===== config.mk =====
export PLATFORM = sky130hd
export DESIGN_NAME = dcf_fifo_mailbox
export DESIGN_NICKNAME = d
export VERILOG_FILES = /design/src/logic/dcf_skid.v /design/src/logic/dcf_gray_sync.v /design/src/logic/dcf_fifo_mailbox.v
export VERILOG_INCLUDE_DIRS = /design/src /design/src/logic
export SDC_FILE = /design/constraint.sdc
export NUM_CORES = 2
export LEC_CHECK = 0
export ABC_AREA = 1
export BUFFER_PORTS_ARGS = -buffer_cell sky130_fd_sc_hd__buf_2
export CAP_MARGIN = 30
export CORE_MARGIN = 1
export CORE_UTILIZATION = 57
export DETAILED_ROUTE_END_ITERATION = 12
export PLACE_DENSITY = 0.76
export SYNTH_ARGS = -nofsm -noshare
export SYNTH_HDL_FRONTEND = slang
export SYNTH_SLANG_ARGS = --single-unit

===== constraint.sdc =====
create_clock -name core_clk -period 4.65 [get_ports core_clk]
set_input_delay 1.395 -clock core_clk [delete_from_list [all_inputs] [get_ports core_clk]]
set_output_delay 1.395 -clock core_clk [all_outputs]
set_load 0.02 [all_outputs]

===== src/logic/dcf_defines.vh =====
// Purpose: Shared constants for the dual-clock FIFO with mailboxes.
// Assumes: Included by bare name from every design file.
// Notes:   Definitions only.
`ifndef DCF_DEFINES_VH
`define DCF_DEFINES_VH

// ----------------------------------------------------------------------------
// Storage geometry
// ----------------------------------------------------------------------------
`define DCF_DATA_W      36
`define DCF_ADDR_W      6
`define DCF_OFS_W       6
`define DCF_BYTE_W      9
`define DCF_BYTE_DATA_W 8
`define DCF_SKID_DEPTH  2

// ----------------------------------------------------------------------------
// Per-port control bundle layout (bit positions)
// ----------------------------------------------------------------------------
`define DCF_CTL_W       6
`define DCF_CTL_CLK     0
`define DCF_CTL_SEL_N   1
`define DCF_CTL_EN      2
`define DCF_CTL_WRITE   3
`define DCF_CTL_MBOX    4
`define DCF_CTL_PGEN    5

// ----------------------------------------------------------------------------
// Reset release: full flags open on this many write-port clock edges
// ----------------------------------------------------------------------------
`define DCF_INIT_W      2
`define DCF_INIT_DONE   2'h2
`define DCF_INIT_STEP   2'h1
`define DCF_INIT_ZERO   2'h0

`endif


===== src/logic/dcf_skid.v =====
// Purpose: Two-entry buffer with valid and ready on both sides.
// Assumes: Single clock; in_ready low means both entries are full.
// Notes:   Never accepts a word it cannot hold.
`timescale 1ns/100ps
`default_nettype none
`include "dcf_defines.vh"

module dcf_skid #(
   parameter W = `DCF_DATA_W
) (
   input  wire         core_clk,
   input  wire         rst_n,
   input  wire         ce,
   input  wire         in_valid,
   output wire         in_ready,
   input  wire [W-1:0] in_data,
   output wire         out_valid,
   input  wire         out_ready,
   output wire [W-1:0] out_data
);

   reg [W-1:0] ent_r [0:`DCF_SKID_DEPTH-1];
   reg [1:0]   cnt_r;
   reg         wr_idx_r;
   reg         rd_idx_r;
   wire        push;
   wire        pop;

   assign in_ready  = (cnt_r != 2'h2);
   assign out_valid = (cnt_r != 2'h0);
   assign out_data  = ent_r[rd_idx_r];
   assign push      = in_valid & in_ready;
   assign pop       = out_valid & out_ready;

   always @(posedge core_clk or negedge rst_n) begin
      if (!rst_n) begin
         cnt_r    <= 2'h0;
         wr_idx_r <= 1'b0;
         rd_idx_r <= 1'b0;
      end else if (ce) begin
         if (push) begin
            wr_idx_r <= ~wr_idx_r;
         end
         if (pop) begin
            rd_idx_r <= ~rd_idx_r;
         end
         if (push & ~pop) begin
            cnt_r <= cnt_r + 2'h1;
         end else if (pop & ~push) begin
            cnt_r <= cnt_r - 2'h1;
         end
      end
   end

   always @(posedge core_clk) begin
      if (ce & push) begin
         ent_r[wr_idx_r] <= in_data;
      end
   end

endmodule // dcf_skid
`default_nettype wire


===== src/logic/dcf_gray_sync.v =====
// Purpose: Carries a pointer to the other port as Gray code through two stages.
// Assumes: dst_step pulses once per rising edge of the receiving port clock.
// Notes:   Only one bit changes per pointer step, so the receiver never sees a
//          torn value.
`timescale 1ns/100ps
`default_nettype none
`include "dcf_defines.vh"

module dcf_gray_sync #(
   parameter W = `DCF_ADDR_W + 1
) (
   input  wire         core_clk,
   input  wire         rst_n,
   input  wire         ce,
   input  wire [W-1:0] bin_in,
   input  wire         dst_step,
   output wire [W-1:0] bin_out
);

   reg  [W-1:0] gray_src_r;
   reg  [W-1:0] gray_s1_r;
   reg  [W-1:0] gray_s2_r;
   wire [W-1:0] bin_dec;

   always @(posedge core_clk or negedge rst_n) begin
      if (!rst_n) begin
         gray_src_r <= {W{1'b0}};
         gray_s1_r  <= {W{1'b0}};
         gray_s2_r  <= {W{1'b0}};
      end else if (ce) begin
         gray_src_r <= bin_in ^ (bin_in >> 1);
         if (dst_step) begin
            gray_s1_r <= gray_src_r;
            gray_s2_r <= gray_s1_r;
         end
      end
   end

   // ----------------------------------------------------------------------------
   // Gray to binary
   // ----------------------------------------------------------------------------
   assign bin_dec[W-1] = gray_s2_r[W-1];
   genvar i;
   generate
      for (i = W - 2; i >= 0; i = i - 1) begin : g_dec
         assign bin_dec[i] = bin_dec[i+1] ^ gray_s2_r[i];
      end
   endgenerate
   assign bin_out = bin_dec;

endmodule // dcf_gray_sync
`default_nettype wire


===== src/logic/dcf_fifo_mailbox.v =====
// Purpose: 64 x 36 FIFO from the write port to the read port, with one
//          mailbox each way, programmable almost flags and byte parity.
// Assumes: Both port clocks arrive as pins and are sampled on core_clk.
// Notes:   Port clock edges are found after a two-stage pin synchroniser.
`timescale 1ns/100ps
`default_nettype none
`include "dcf_defines.vh"

module dcf_fifo_mailbox #(
   parameter DATA_W = `DCF_DATA_W,
   parameter ADDR_W = `DCF_ADDR_W,
   parameter OFS_W  = `DCF_OFS_W
) (
   input  wire              core_clk,
   input  wire              rst_n,
   input  wire              ce,
   input  wire              write_port_clock,
   input  wire              wr_port_select_n,
   input  wire              wr_port_enable,
   input  wire              wr_port_write,
   input  wire              wr_port_mbox_sel,
   input  wire              wr_port_par_gen,
   input  wire [DATA_W-1:0] wr_port_data_in,
   output reg  [DATA_W-1:0] wr_port_data_out,
   output reg               wr_port_data_oe,
   input  wire              read_port_clock,
   input  wire              rd_port_select_n,
   input  wire              rd_port_enable,
   input  wire              rd_port_write,
   input  wire              rd_port_mbox_sel,
   input  wire              rd_port_par_gen,
   input  wire [DATA_W-1:0] rd_port_data_in,
   output reg  [DATA_W-1:0] rd_port_data_out,
   output reg               rd_port_data_oe,
   input  wire              parity_odd,
   input  wire [OFS_W-1:0]  almost_offset,
   output reg               full_n,
   output reg               almost_full_n,
   output reg               empty_n,
   output reg               almost_empty_n,
   output reg               fwd_mailbox_flag_n,
   output reg               rev_mailbox_flag_n,
   output reg  [DATA_W/`DCF_BYTE_W-1:0] wr_port_parity_err,
   output reg  [DATA_W/`DCF_BYTE_W-1:0] rd_port_parity_err
);

   localparam PTR_W  = ADDR_W + 1;
   localparam DEPTH  = 1 << ADDR_W;
   localparam BYTES  = DATA_W / `DCF_BYTE_W;
   localparam PORT_W = `DCF_CTL_W + DATA_W;
   localparam A_LO   = 0;
   localparam B_LO   = PORT_W;
   localparam ODD_P  = 2 * PORT_W;
   localparam OFS_LO = ODD_P + 1;
   localparam SW     = OFS_LO + OFS_W;
   localparam [SW-1:0] SYNC_RST = ({{(SW-1){1'b0}}, 1'b1} << (A_LO + `DCF_CTL_SEL_N))
                                | ({{(SW-1){1'b0}}, 1'b1} << (B_LO + `DCF_CTL_SEL_N));
   localparam [PTR_W-1:0] DEPTH_P = DEPTH[PTR_W-1:0];

   // ----------------------------------------------------------------------------
   // Pin synchroniser
   // ----------------------------------------------------------------------------
   reg  [SW-1:0] pin_s1_r;
   reg  [SW-1:0] pin_s2_r;
   reg           a_clk_d_r;
   reg           b_clk_d_r;
   wire [SW-1:0] pin_raw;

   assign pin_raw = {almost_offset, parity_odd,
                     rd_port_data_in, rd_port_par_gen, rd_port_mbox_sel, rd_port_write,
                     rd_port_enable, rd_port_select_n, read_port_clock,
                     wr_port_data_in, wr_port_par_gen, wr_port_mbox_sel, wr_port_write,
                     wr_port_enable, wr_port_select_n, write_port_clock};

   always @(posedge core_clk or negedge rst_n) begin
      if (!rst_n) begin
         pin_s1_r  <= SYNC_RST;
         pin_s2_r  <= SYNC_RST;
         a_clk_d_r <= 1'b0;
         b_clk_d_r <= 1'b0;
      end else if (ce) begin
         pin_s1_r  <= pin_raw;
         pin_s2_r  <= pin_s1_r;
         a_clk_d_r <= pin_s2_r[A_LO + `DCF_CTL_CLK];
         b_clk_d_r <= pin_s2_r[B_LO + `DCF_CTL_CLK];
      end
   end

   wire              a_sel_n = pin_s2_r[A_LO + `DCF_CTL_SEL_N];
   wire              a_en    = pin_s2_r[A_LO + `DCF_CTL_EN];
   wire              a_write = pin_s2_r[A_LO + `DCF_CTL_WRITE];
   wire              a_mbox  = pin_s2_r[A_LO + `DCF_CTL_MBOX];
   wire              a_pgen  = pin_s2_r[A_LO + `DCF_CTL_PGEN];
   wire [DATA_W-1:0] a_data  = pin_s2_r[A_LO + `DCF_CTL_W +: DATA_W];
   wire              b_sel_n = pin_s2_r[B_LO + `DCF_CTL_SEL_N];
   wire              b_en    = pin_s2_r[B_LO + `DCF_CTL_EN];
   wire              b_write = pin_s2_r[B_LO + `DCF_CTL_WRITE];
   wire              b_mbox  = pin_s2_r[B_LO + `DCF_CTL_MBOX];
   wire              b_pgen  = pin_s2_r[B_LO + `DCF_CTL_PGEN];
   wire [DATA_W-1:0] b_data  = pin_s2_r[B_LO + `DCF_CTL_W +: DATA_W];
   wire              odd     = pin_s2_r[ODD_P];
   wire [OFS_W-1:0]  ofs     = pin_s2_r[OFS_LO +: OFS_W];

   // ----------------------------------------------------------------------------
   // Qualified port events
   // ----------------------------------------------------------------------------
   wire a_edge = pin_s2_r[A_LO + `DCF_CTL_CLK] & ~a_clk_d_r;
   wire b_edge = pin_s2_r[B_LO + `DCF_CTL_CLK] & ~b_clk_d_r;
   wire a_go   = a_edge & ~a_sel_n & a_en;
   wire b_go   = b_edge & ~b_sel_n & b_en;
   wire buf_in_ready;
   wire a_wr_fifo = a_go & a_write & ~a_mbox & full_n & buf_in_ready;
   wire a_wr_mail = a_go & a_write & a_mbox & fwd_mailbox_flag_n;
   wire a_rd_mail = a_go & ~a_write & a_mbox;
   wire b_rd_fifo = b_go & ~b_write & ~b_mbox & empty_n;
   wire b_rd_mail = b_go & ~b_write & b_mbox;
   wire b_wr_mail = b_go & b_write & b_mbox & rev_mailbox_flag_n;

   // ----------------------------------------------------------------------------
   // Write path buffer and storage
   // ----------------------------------------------------------------------------
   reg  [DATA_W-1:0] mem [0:DEPTH-1];
   reg  [PTR_W-1:0]  wptr_r;
   reg  [PTR_W-1:0]  rptr_r;
   reg  [DATA_W-1:0] fifo_out_r;
   wire [PTR_W-1:0]  rptr_at_wr;
   wire [PTR_W-1:0]  wptr_at_rd;
   wire [DATA_W-1:0] buf_data;
   wire              buf_valid;
   wire [PTR_W-1:0]  wr_count = wptr_r - rptr_at_wr;
   wire [PTR_W-1:0]  wr_free  = DEPTH_P - wr_count;
   wire              mem_room = (wr_count != DEPTH_P);
   wire              drain    = buf_valid & mem_room;
   wire [PTR_W-1:0]  rptr_nxt = rptr_r + {{(PTR_W-1){1'b0}}, b_rd_fifo};
   wire [PTR_W-1:0]  rd_count = wptr_at_rd - rptr_nxt;

   dcf_skid #(
      .W (DATA_W)
   ) u_skid (
      .core_clk  (core_clk),
      .rst_n     (rst_n),
      .ce        (ce),
      .in_valid  (a_wr_fifo),
      .in_ready  (buf_in_ready),
      .in_data   (a_data),
      .out_valid (buf_valid),
      .out_ready (mem_room),
      .out_data  (buf_data)
   );

   dcf_gray_sync #(
      .W (PTR_W)
   ) u_wptr_sync (
      .core_clk (core_clk),
      .rst_n    (rst_n),
      .ce       (ce),
      .bin_in   (wptr_r),
      .dst_step (b_edge),
      .bin_out  (wptr_at_rd)
   );

   dcf_gray_sync #(
      .W (PTR_W)
   ) u_rptr_sync (
      .core_clk (core_clk),
      .rst_n    (rst_n),
      .ce       (ce),
      .bin_in   (rptr_r),
      .dst_step (a_edge),
      .bin_out  (rptr_at_wr)
   );

   always @(posedge core_clk) begin
      if (ce & drain) begin
         mem[wptr_r[ADDR_W-1:0]] <= buf_data;
      end
   end

   always @(posedge core_clk or negedge rst_n) begin
      if (!rst_n) begin
         wptr_r     <= {PTR_W{1'b0}};
         rptr_r     <= {PTR_W{1'b0}};
         fifo_out_r <= {DATA_W{1'b0}};
      end else if (ce) begin
         if (drain) begin
            wptr_r <= wptr_r + {{(PTR_W-1){1'b0}}, 1'b1};
         end
         if (b_rd_fifo) begin
            fifo_out_r <= mem[rptr_r[ADDR_W-1:0]];
         end
         rptr_r <= rptr_nxt;
      end
   end

   // ----------------------------------------------------------------------------
   // Status flags
   // ----------------------------------------------------------------------------
   reg [`DCF_INIT_W-1:0] init_r;

   always @(posedge core_clk or negedge rst_n) begin
      if (!rst_n) begin
         init_r         <= `DCF_INIT_ZERO;
         full_n         <= 1'b0;
         almost_full_n  <= 1'b0;
         empty_n        <= 1'b0;
         almost_empty_n <= 1'b0;
      end else if (ce) begin
         if (a_edge) begin
            if (init_r != `DCF_INIT_DONE) begin
               init_r <= init_r + `DCF_INIT_STEP;
            end
            full_n        <= (init_r != `DCF_INIT_ZERO) & (wr_count != DEPTH_P);
            almost_full_n <= (init_r != `DCF_INIT_ZERO) &
                             (wr_free > {1'b0, ofs});
         end
         if (b_edge) begin
            empty_n        <= (rd_count != {PTR_W{1'b0}});
            almost_empty_n <= (rd_count > {1'b0, ofs});
         end
      end
   end

   // ----------------------------------------------------------------------------
   // Mailboxes
   // ----------------------------------------------------------------------------
   reg [DATA_W-1:0] mail_fwd_r;
   reg [DATA_W-1:0] mail_rev_r;

   always @(posedge core_clk or negedge rst_n) begin
      if (!rst_n) begin
         mail_fwd_r         <= {DATA_W{1'b0}};
         mail_rev_r         <= {DATA_W{1'b0}};
         fwd_mailbox_flag_n <= 1'b1;
         rev_mailbox_flag_n <= 1'b1;
      end else if (ce) begin
         if (a_wr_mail) begin
            mail_fwd_r         <= a_data;
            fwd_mailbox_flag_n <= 1'b0;
         end else if (b_rd_mail) begin
            fwd_mailbox_flag_n <= 1'b1;
         end
         if (b_wr_mail) begin
            mail_rev_r         <= b_data;
            rev_mailbox_flag_n <= 1'b0;
         end else if (a_rd_mail) begin
            rev_mailbox_flag_n <= 1'b1;
         end
      end
   end

   // ----------------------------------------------------------------------------
   // Parity check and generation per byte lane
   // ----------------------------------------------------------------------------
   wire [DATA_W-1:0] b_src = b_mbox ? mail_fwd_r : fifo_out_r;
   wire [DATA_W-1:0] a_gen;
   wire [DATA_W-1:0] b_gen;
   wire [BYTES-1:0]  a_err;
   wire [BYTES-1:0]  b_err;

   genvar k;
   generate
      for (k = 0; k < BYTES; k = k + 1) begin : g_lane
         localparam LO = k * `DCF_BYTE_W;
         localparam PB = LO + `DCF_BYTE_DATA_W;
         assign a_err[k] = ^a_data[LO +: `DCF_BYTE_W] ^ odd;
         assign b_err[k] = ^b_data[LO +: `DCF_BYTE_W] ^ odd;
         assign a_gen[LO +: `DCF_BYTE_DATA_W] = mail_rev_r[LO +: `DCF_BYTE_DATA_W];
         assign a_gen[PB] = ^mail_rev_r[LO +: `DCF_BYTE_DATA_W] ^ odd;
         assign b_gen[LO +: `DCF_BYTE_DATA_W] = b_src[LO +: `DCF_BYTE_DATA_W];
         assign b_gen[PB] = ^b_src[LO +: `DCF_BYTE_DATA_W] ^ odd;
      end
   endgenerate

   // ----------------------------------------------------------------------------
   // Port data drivers and parity status
   // ----------------------------------------------------------------------------
   always @(posedge core_clk or negedge rst_n) begin
      if (!rst_n) begin
         wr_port_data_out   <= {DATA_W{1'b0}};
         wr_port_data_oe    <= 1'b0;
         rd_port_data_out   <= {DATA_W{1'b0}};
         rd_port_data_oe    <= 1'b0;
         wr_port_parity_err <= {BYTES{1'b0}};
         rd_port_parity_err <= {BYTES{1'b0}};
      end else if (ce) begin
         wr_port_data_oe <= ~a_sel_n & ~a_write;
         rd_port_data_oe <= ~b_sel_n & ~b_write;
         if (a_go & ~a_write) begin
            wr_port_data_out <= a_pgen ? a_gen : mail_rev_r;
         end
         rd_port_data_out <= b_pgen ? b_gen : b_src;
         if (a_go & a_write) begin
            wr_port_parity_err <= a_err;
         end
         if (b_go & b_write) begin
            rd_port_parity_err <= b_err;
         end
      end
   end

endmodule // dcf_fifo_mailbox
`default_nettype wire


==> results.md <==
* H-tree lvl count at 5
* Hold Slack at between 400 and 500 ps
* Leakage at a little under 60 nW
* Post-DR vias/cell at about 5.7
* Finished Layout Cells at between 15k and 20k
* Number of synthesized flops with an enable pin at 2,376
* Initial antenna violation count at 14
* Std cell rows at ~170
* Post-Synthesis Cells at 12.0k
* DRT Wirelength at roughly 340,000 um
* PortBufs at around 180
* Ratio of cells with drive above 1 in the final layout at 0.0941
* Core area at roughly 210,000 um^2
* RSZ-0062 raised after global routing: false
* Initial DRC count at 11.2k
* DP HPWL at 203,000 um
* IO Count at about 180
* Status: finished clean
* Worst-path maximum fanout at 23
* Die Span Y at between 400 and 500 um
* Most frequent cells in the layout: 4,823 x nand2_1, 2,376 x edfxtp_1, 1,366 x inv_1
* Worst hold path class: primary input to async pin
* Final antenna-violating net count at 0
* Post-DR wirelength/cell at 22.2 um
* Reg clk slew, reported paths at approximately 60 ps
* Peak VDD IR at around 0.57 mV
* Critical path required time at approximately 5200 ps
* P&R area growth vs syn at 12.5%
* Netlist cell types at 38
* Layout Nets at approximately 12k
* PwrDens at ~560 nW/um^2
* Routability Congestion at between 0.9 and 1
* Fin crit period at about 4400 ps
* Fin crit share at 0.937
* Pre-CTS setup slack at 21.4 ps
* Grt total ovfl at 0
* CTS buffer count at 297
* Setup TNS at 0 ps
* Clock Path Buffers at 4
* Final setup margin at 292 ps
* Largest net degree at the start of global routing at between 150 and 200
* Placed instance area at 127,000 um^2
* First-pass GRT wire length at just over 500,000 um
* All-Layer GR Usage at 0.310
* Synthesized Nets at between 10k and 15k
* Worst Setup End Kind: flip-flop
* Area of the mapped netlist at between 100,000 and 150,000 um^2
* Most common cell after layout, fill and taps aside: nand2_1
* Remaining DRCs at 0
* FFs w/ async S/R, synth at 0.157
* Starting Density at 0.575
* Flops & latches, synth at roughly 2.8k
* CTS tree: done
* Number of global-route vias before repair at between 80k and 90k
* Synth warnings at 0
* Die area at about 220,000 um^2
* Arrival @ worst endpoint at ~5000 ps
* Final Util at 0.646
* Crit Path Class: flip-flop to flip-flop
* Final Skew at about 55 ps
* Die X at ~460 um
* Clock Sinks at ~2.8k
* Seq/Total Area, Yosys at 0.676
* Total power at approximately 76 mW
* Slew @ Worst Pin at approximately 1300 ps
* Hold Violations, Final at 0
* Latest clock arrival within the worst-skew pair at around 980 ps
* Fmax at approximately 230 MHz
* Initial DRT Pass Iterations at 9
* Routed via count at approximately 86k
* Final instance area at 137,000 um^2
* CP Launch Type: flip-flop
* Leading register cell type out of synthesis: edfxtp_1
* Clock Tree Root: clkbuf_16
* Placed Cells at around 15k
* Worst rel slew slack at 0.161
* Setup violations, final at 0
* Slew Viols, Final at 0
* Max_cap viols at 0
* Filler cell count at 15.5k
* Syn Area/Cell at 10.2 um^2
-- layer usage --
metal  track usage  vias to the layer above  part of all wire
li1              -                    39091                 -
met1         0.403                    41117              0.36
met2         0.485                     4840              0.47
met3        0.0649                      906              0.11
met4         0.178                       10             0.062
met5             0                        -           0.00017
-- state kept, by name, summed over array words and instances (netlist names), 36 cells and up --
signal / count
mail_rev_r: 36
mem: 2304
u_skid.ent_r: 72
fifo_out_r: 36
wr_port_data_out: 36
pin_s2_r: 91
pin_s1_r: 91
mail_fwd_r: 36
rd_port_data_out: 36
-- cells in the mapped netlist, types with 2 or more instances --
cell | number | area share
nand3b_1 | 8 | 0.00049
buf_8 | 2 | 0.00025
xor2_1 | 50 | 0.0036
inv_1 | 1368 | 0.042
o21ai_0 | 337 | 0.014
o211ai_1 | 144 | 0.0089
nand3_1 | 1181 | 0.048
nand4_1 | 12 | 0.00062
a22o_1 | 2 | 0.00014
dfrtp_1 | 436 | 0.089
a21oi_1 | 60 | 0.0025
buf_2 | 195 | 0.0080
buf_4 | 56 | 0.0034
nor2_1 | 179 | 0.0055
nand2_1 | 4861 | 0.15
nor3_1 | 4 | 0.00016
fa_1 | 2 | 0.00033
a31oi_1 | 6 | 0.00031
ha_1 | 45 | 0.0046
inv_2 | 9 | 0.00028
buf_6 | 54 | 0.0050
or2_2 | 157 | 0.0081
clkbuf_2 | 5 | 0.00021
edfxtp_1 | 2376 | 0.58
or2_1 | 66 | 0.0034
buf_1 | 48 | 0.0015
dfstp_2 | 6 | 0.0013
xnor2_1 | 65 | 0.0047
clkbuf_1 | 258 | 0.0079
-- cells by family (layout without fill, tap and decap cells) --
kind of cell	count (synthesis)	count (layout)	share of synthesized area
AND/OR/NAND/NOR	6473	6475	0.217
flip-flops	2818	2818	0.676
buffers and inverters	1995	2356	0.0687
AO/OA/AOI/OAI	552	552	0.0258
XOR/XNOR	116	116	0.00839
adder cells (fa/ha/maj)	47	47	0.00494
other	0	5	0
-- where the power goes --
group | internal [mW] | total [mW] | switching [mW]
registers | 30.9 | 31.5 | 0.643
logic | 5.77 | 22.1 | 16.3
clock network | 13.1 | 22.7 | 9.60
-- critical path, stage by stage (launching register included) --
cell and delay [ps]:
dfrtp_1 390, xnor2_1 250, nand2_1 120, buf_4 160, nand3_1 90, nand3_1 120, nand2_1 100, nand2_1 70
nand2_1 80, nand2_1 50, nand2_1 70, ha_1 200, fa_2 470, ha_1 220, inv_1 60, nor2_1 40
nand3_1 110, nor2_1 60, nand3_1 90, buf_4 150, nand3_4 190, buf_12 280, nor2_2 590
-- cell type report --
class | instances | area [um^2] | area share
antenna | 5 | 12.5 | 0.0000912
clock buffer | 381 | 8030 | 0.0585
clock inverter | 126 | 1060 | 0.00776
inverter | 1377 | 5200 | 0.0379
multi-input combinational | 7190 | 32000 | 0.233
sequential | 2818 | 82400 | 0.601
tap | 2821 | 3530 | 0.0257
timing repair buffer | 472 | 4930 | 0.0359
-- timing repair --
item / CTS / global route
gates resized for setup: 0 / 4
hold buffers: 0 / 0
endpoints found under the setup margin: 0 / 944
buffers inserted: 0 / 45
-- path summary, 6_finish.rpt --
| check | from | end | slack [ps] | cells past startpoint |
|---|---|---|---|---|
| min in group core_clk | pin_s1_r[1]$_DFFE_PN1P_ | pin_s1_r[1]$_DFFE_PN1P_ | 460 | 2 |
| worst max register to register | u_rptr_sync.gray_s2_r[5]$_DFFE_PN0P_ | mem[61][17]$_DFFE_PP_ | 290 | 22 |
| worst min register to register | pin_s1_r[1]$_DFFE_PN1P_ | pin_s1_r[1]$_DFFE_PN1P_ | 460 | 2 |
| worst min-delay path | rst_n | pin_s1_r[36]$_DFFE_PN0P_ | 440 | 1 |
| worst max-delay path | u_rptr_sync.gray_s2_r[5]$_DFFE_PN0P_ | mem[61][17]$_DFFE_PP_ | 290 | 22 |
| max in group asynchronous | rst_n | u_rptr_sync.gray_src_r[5]$_DFFE_PN0P_ | 3060 | 3 |
No activity file was read; power rests on OpenSTA's default activity.
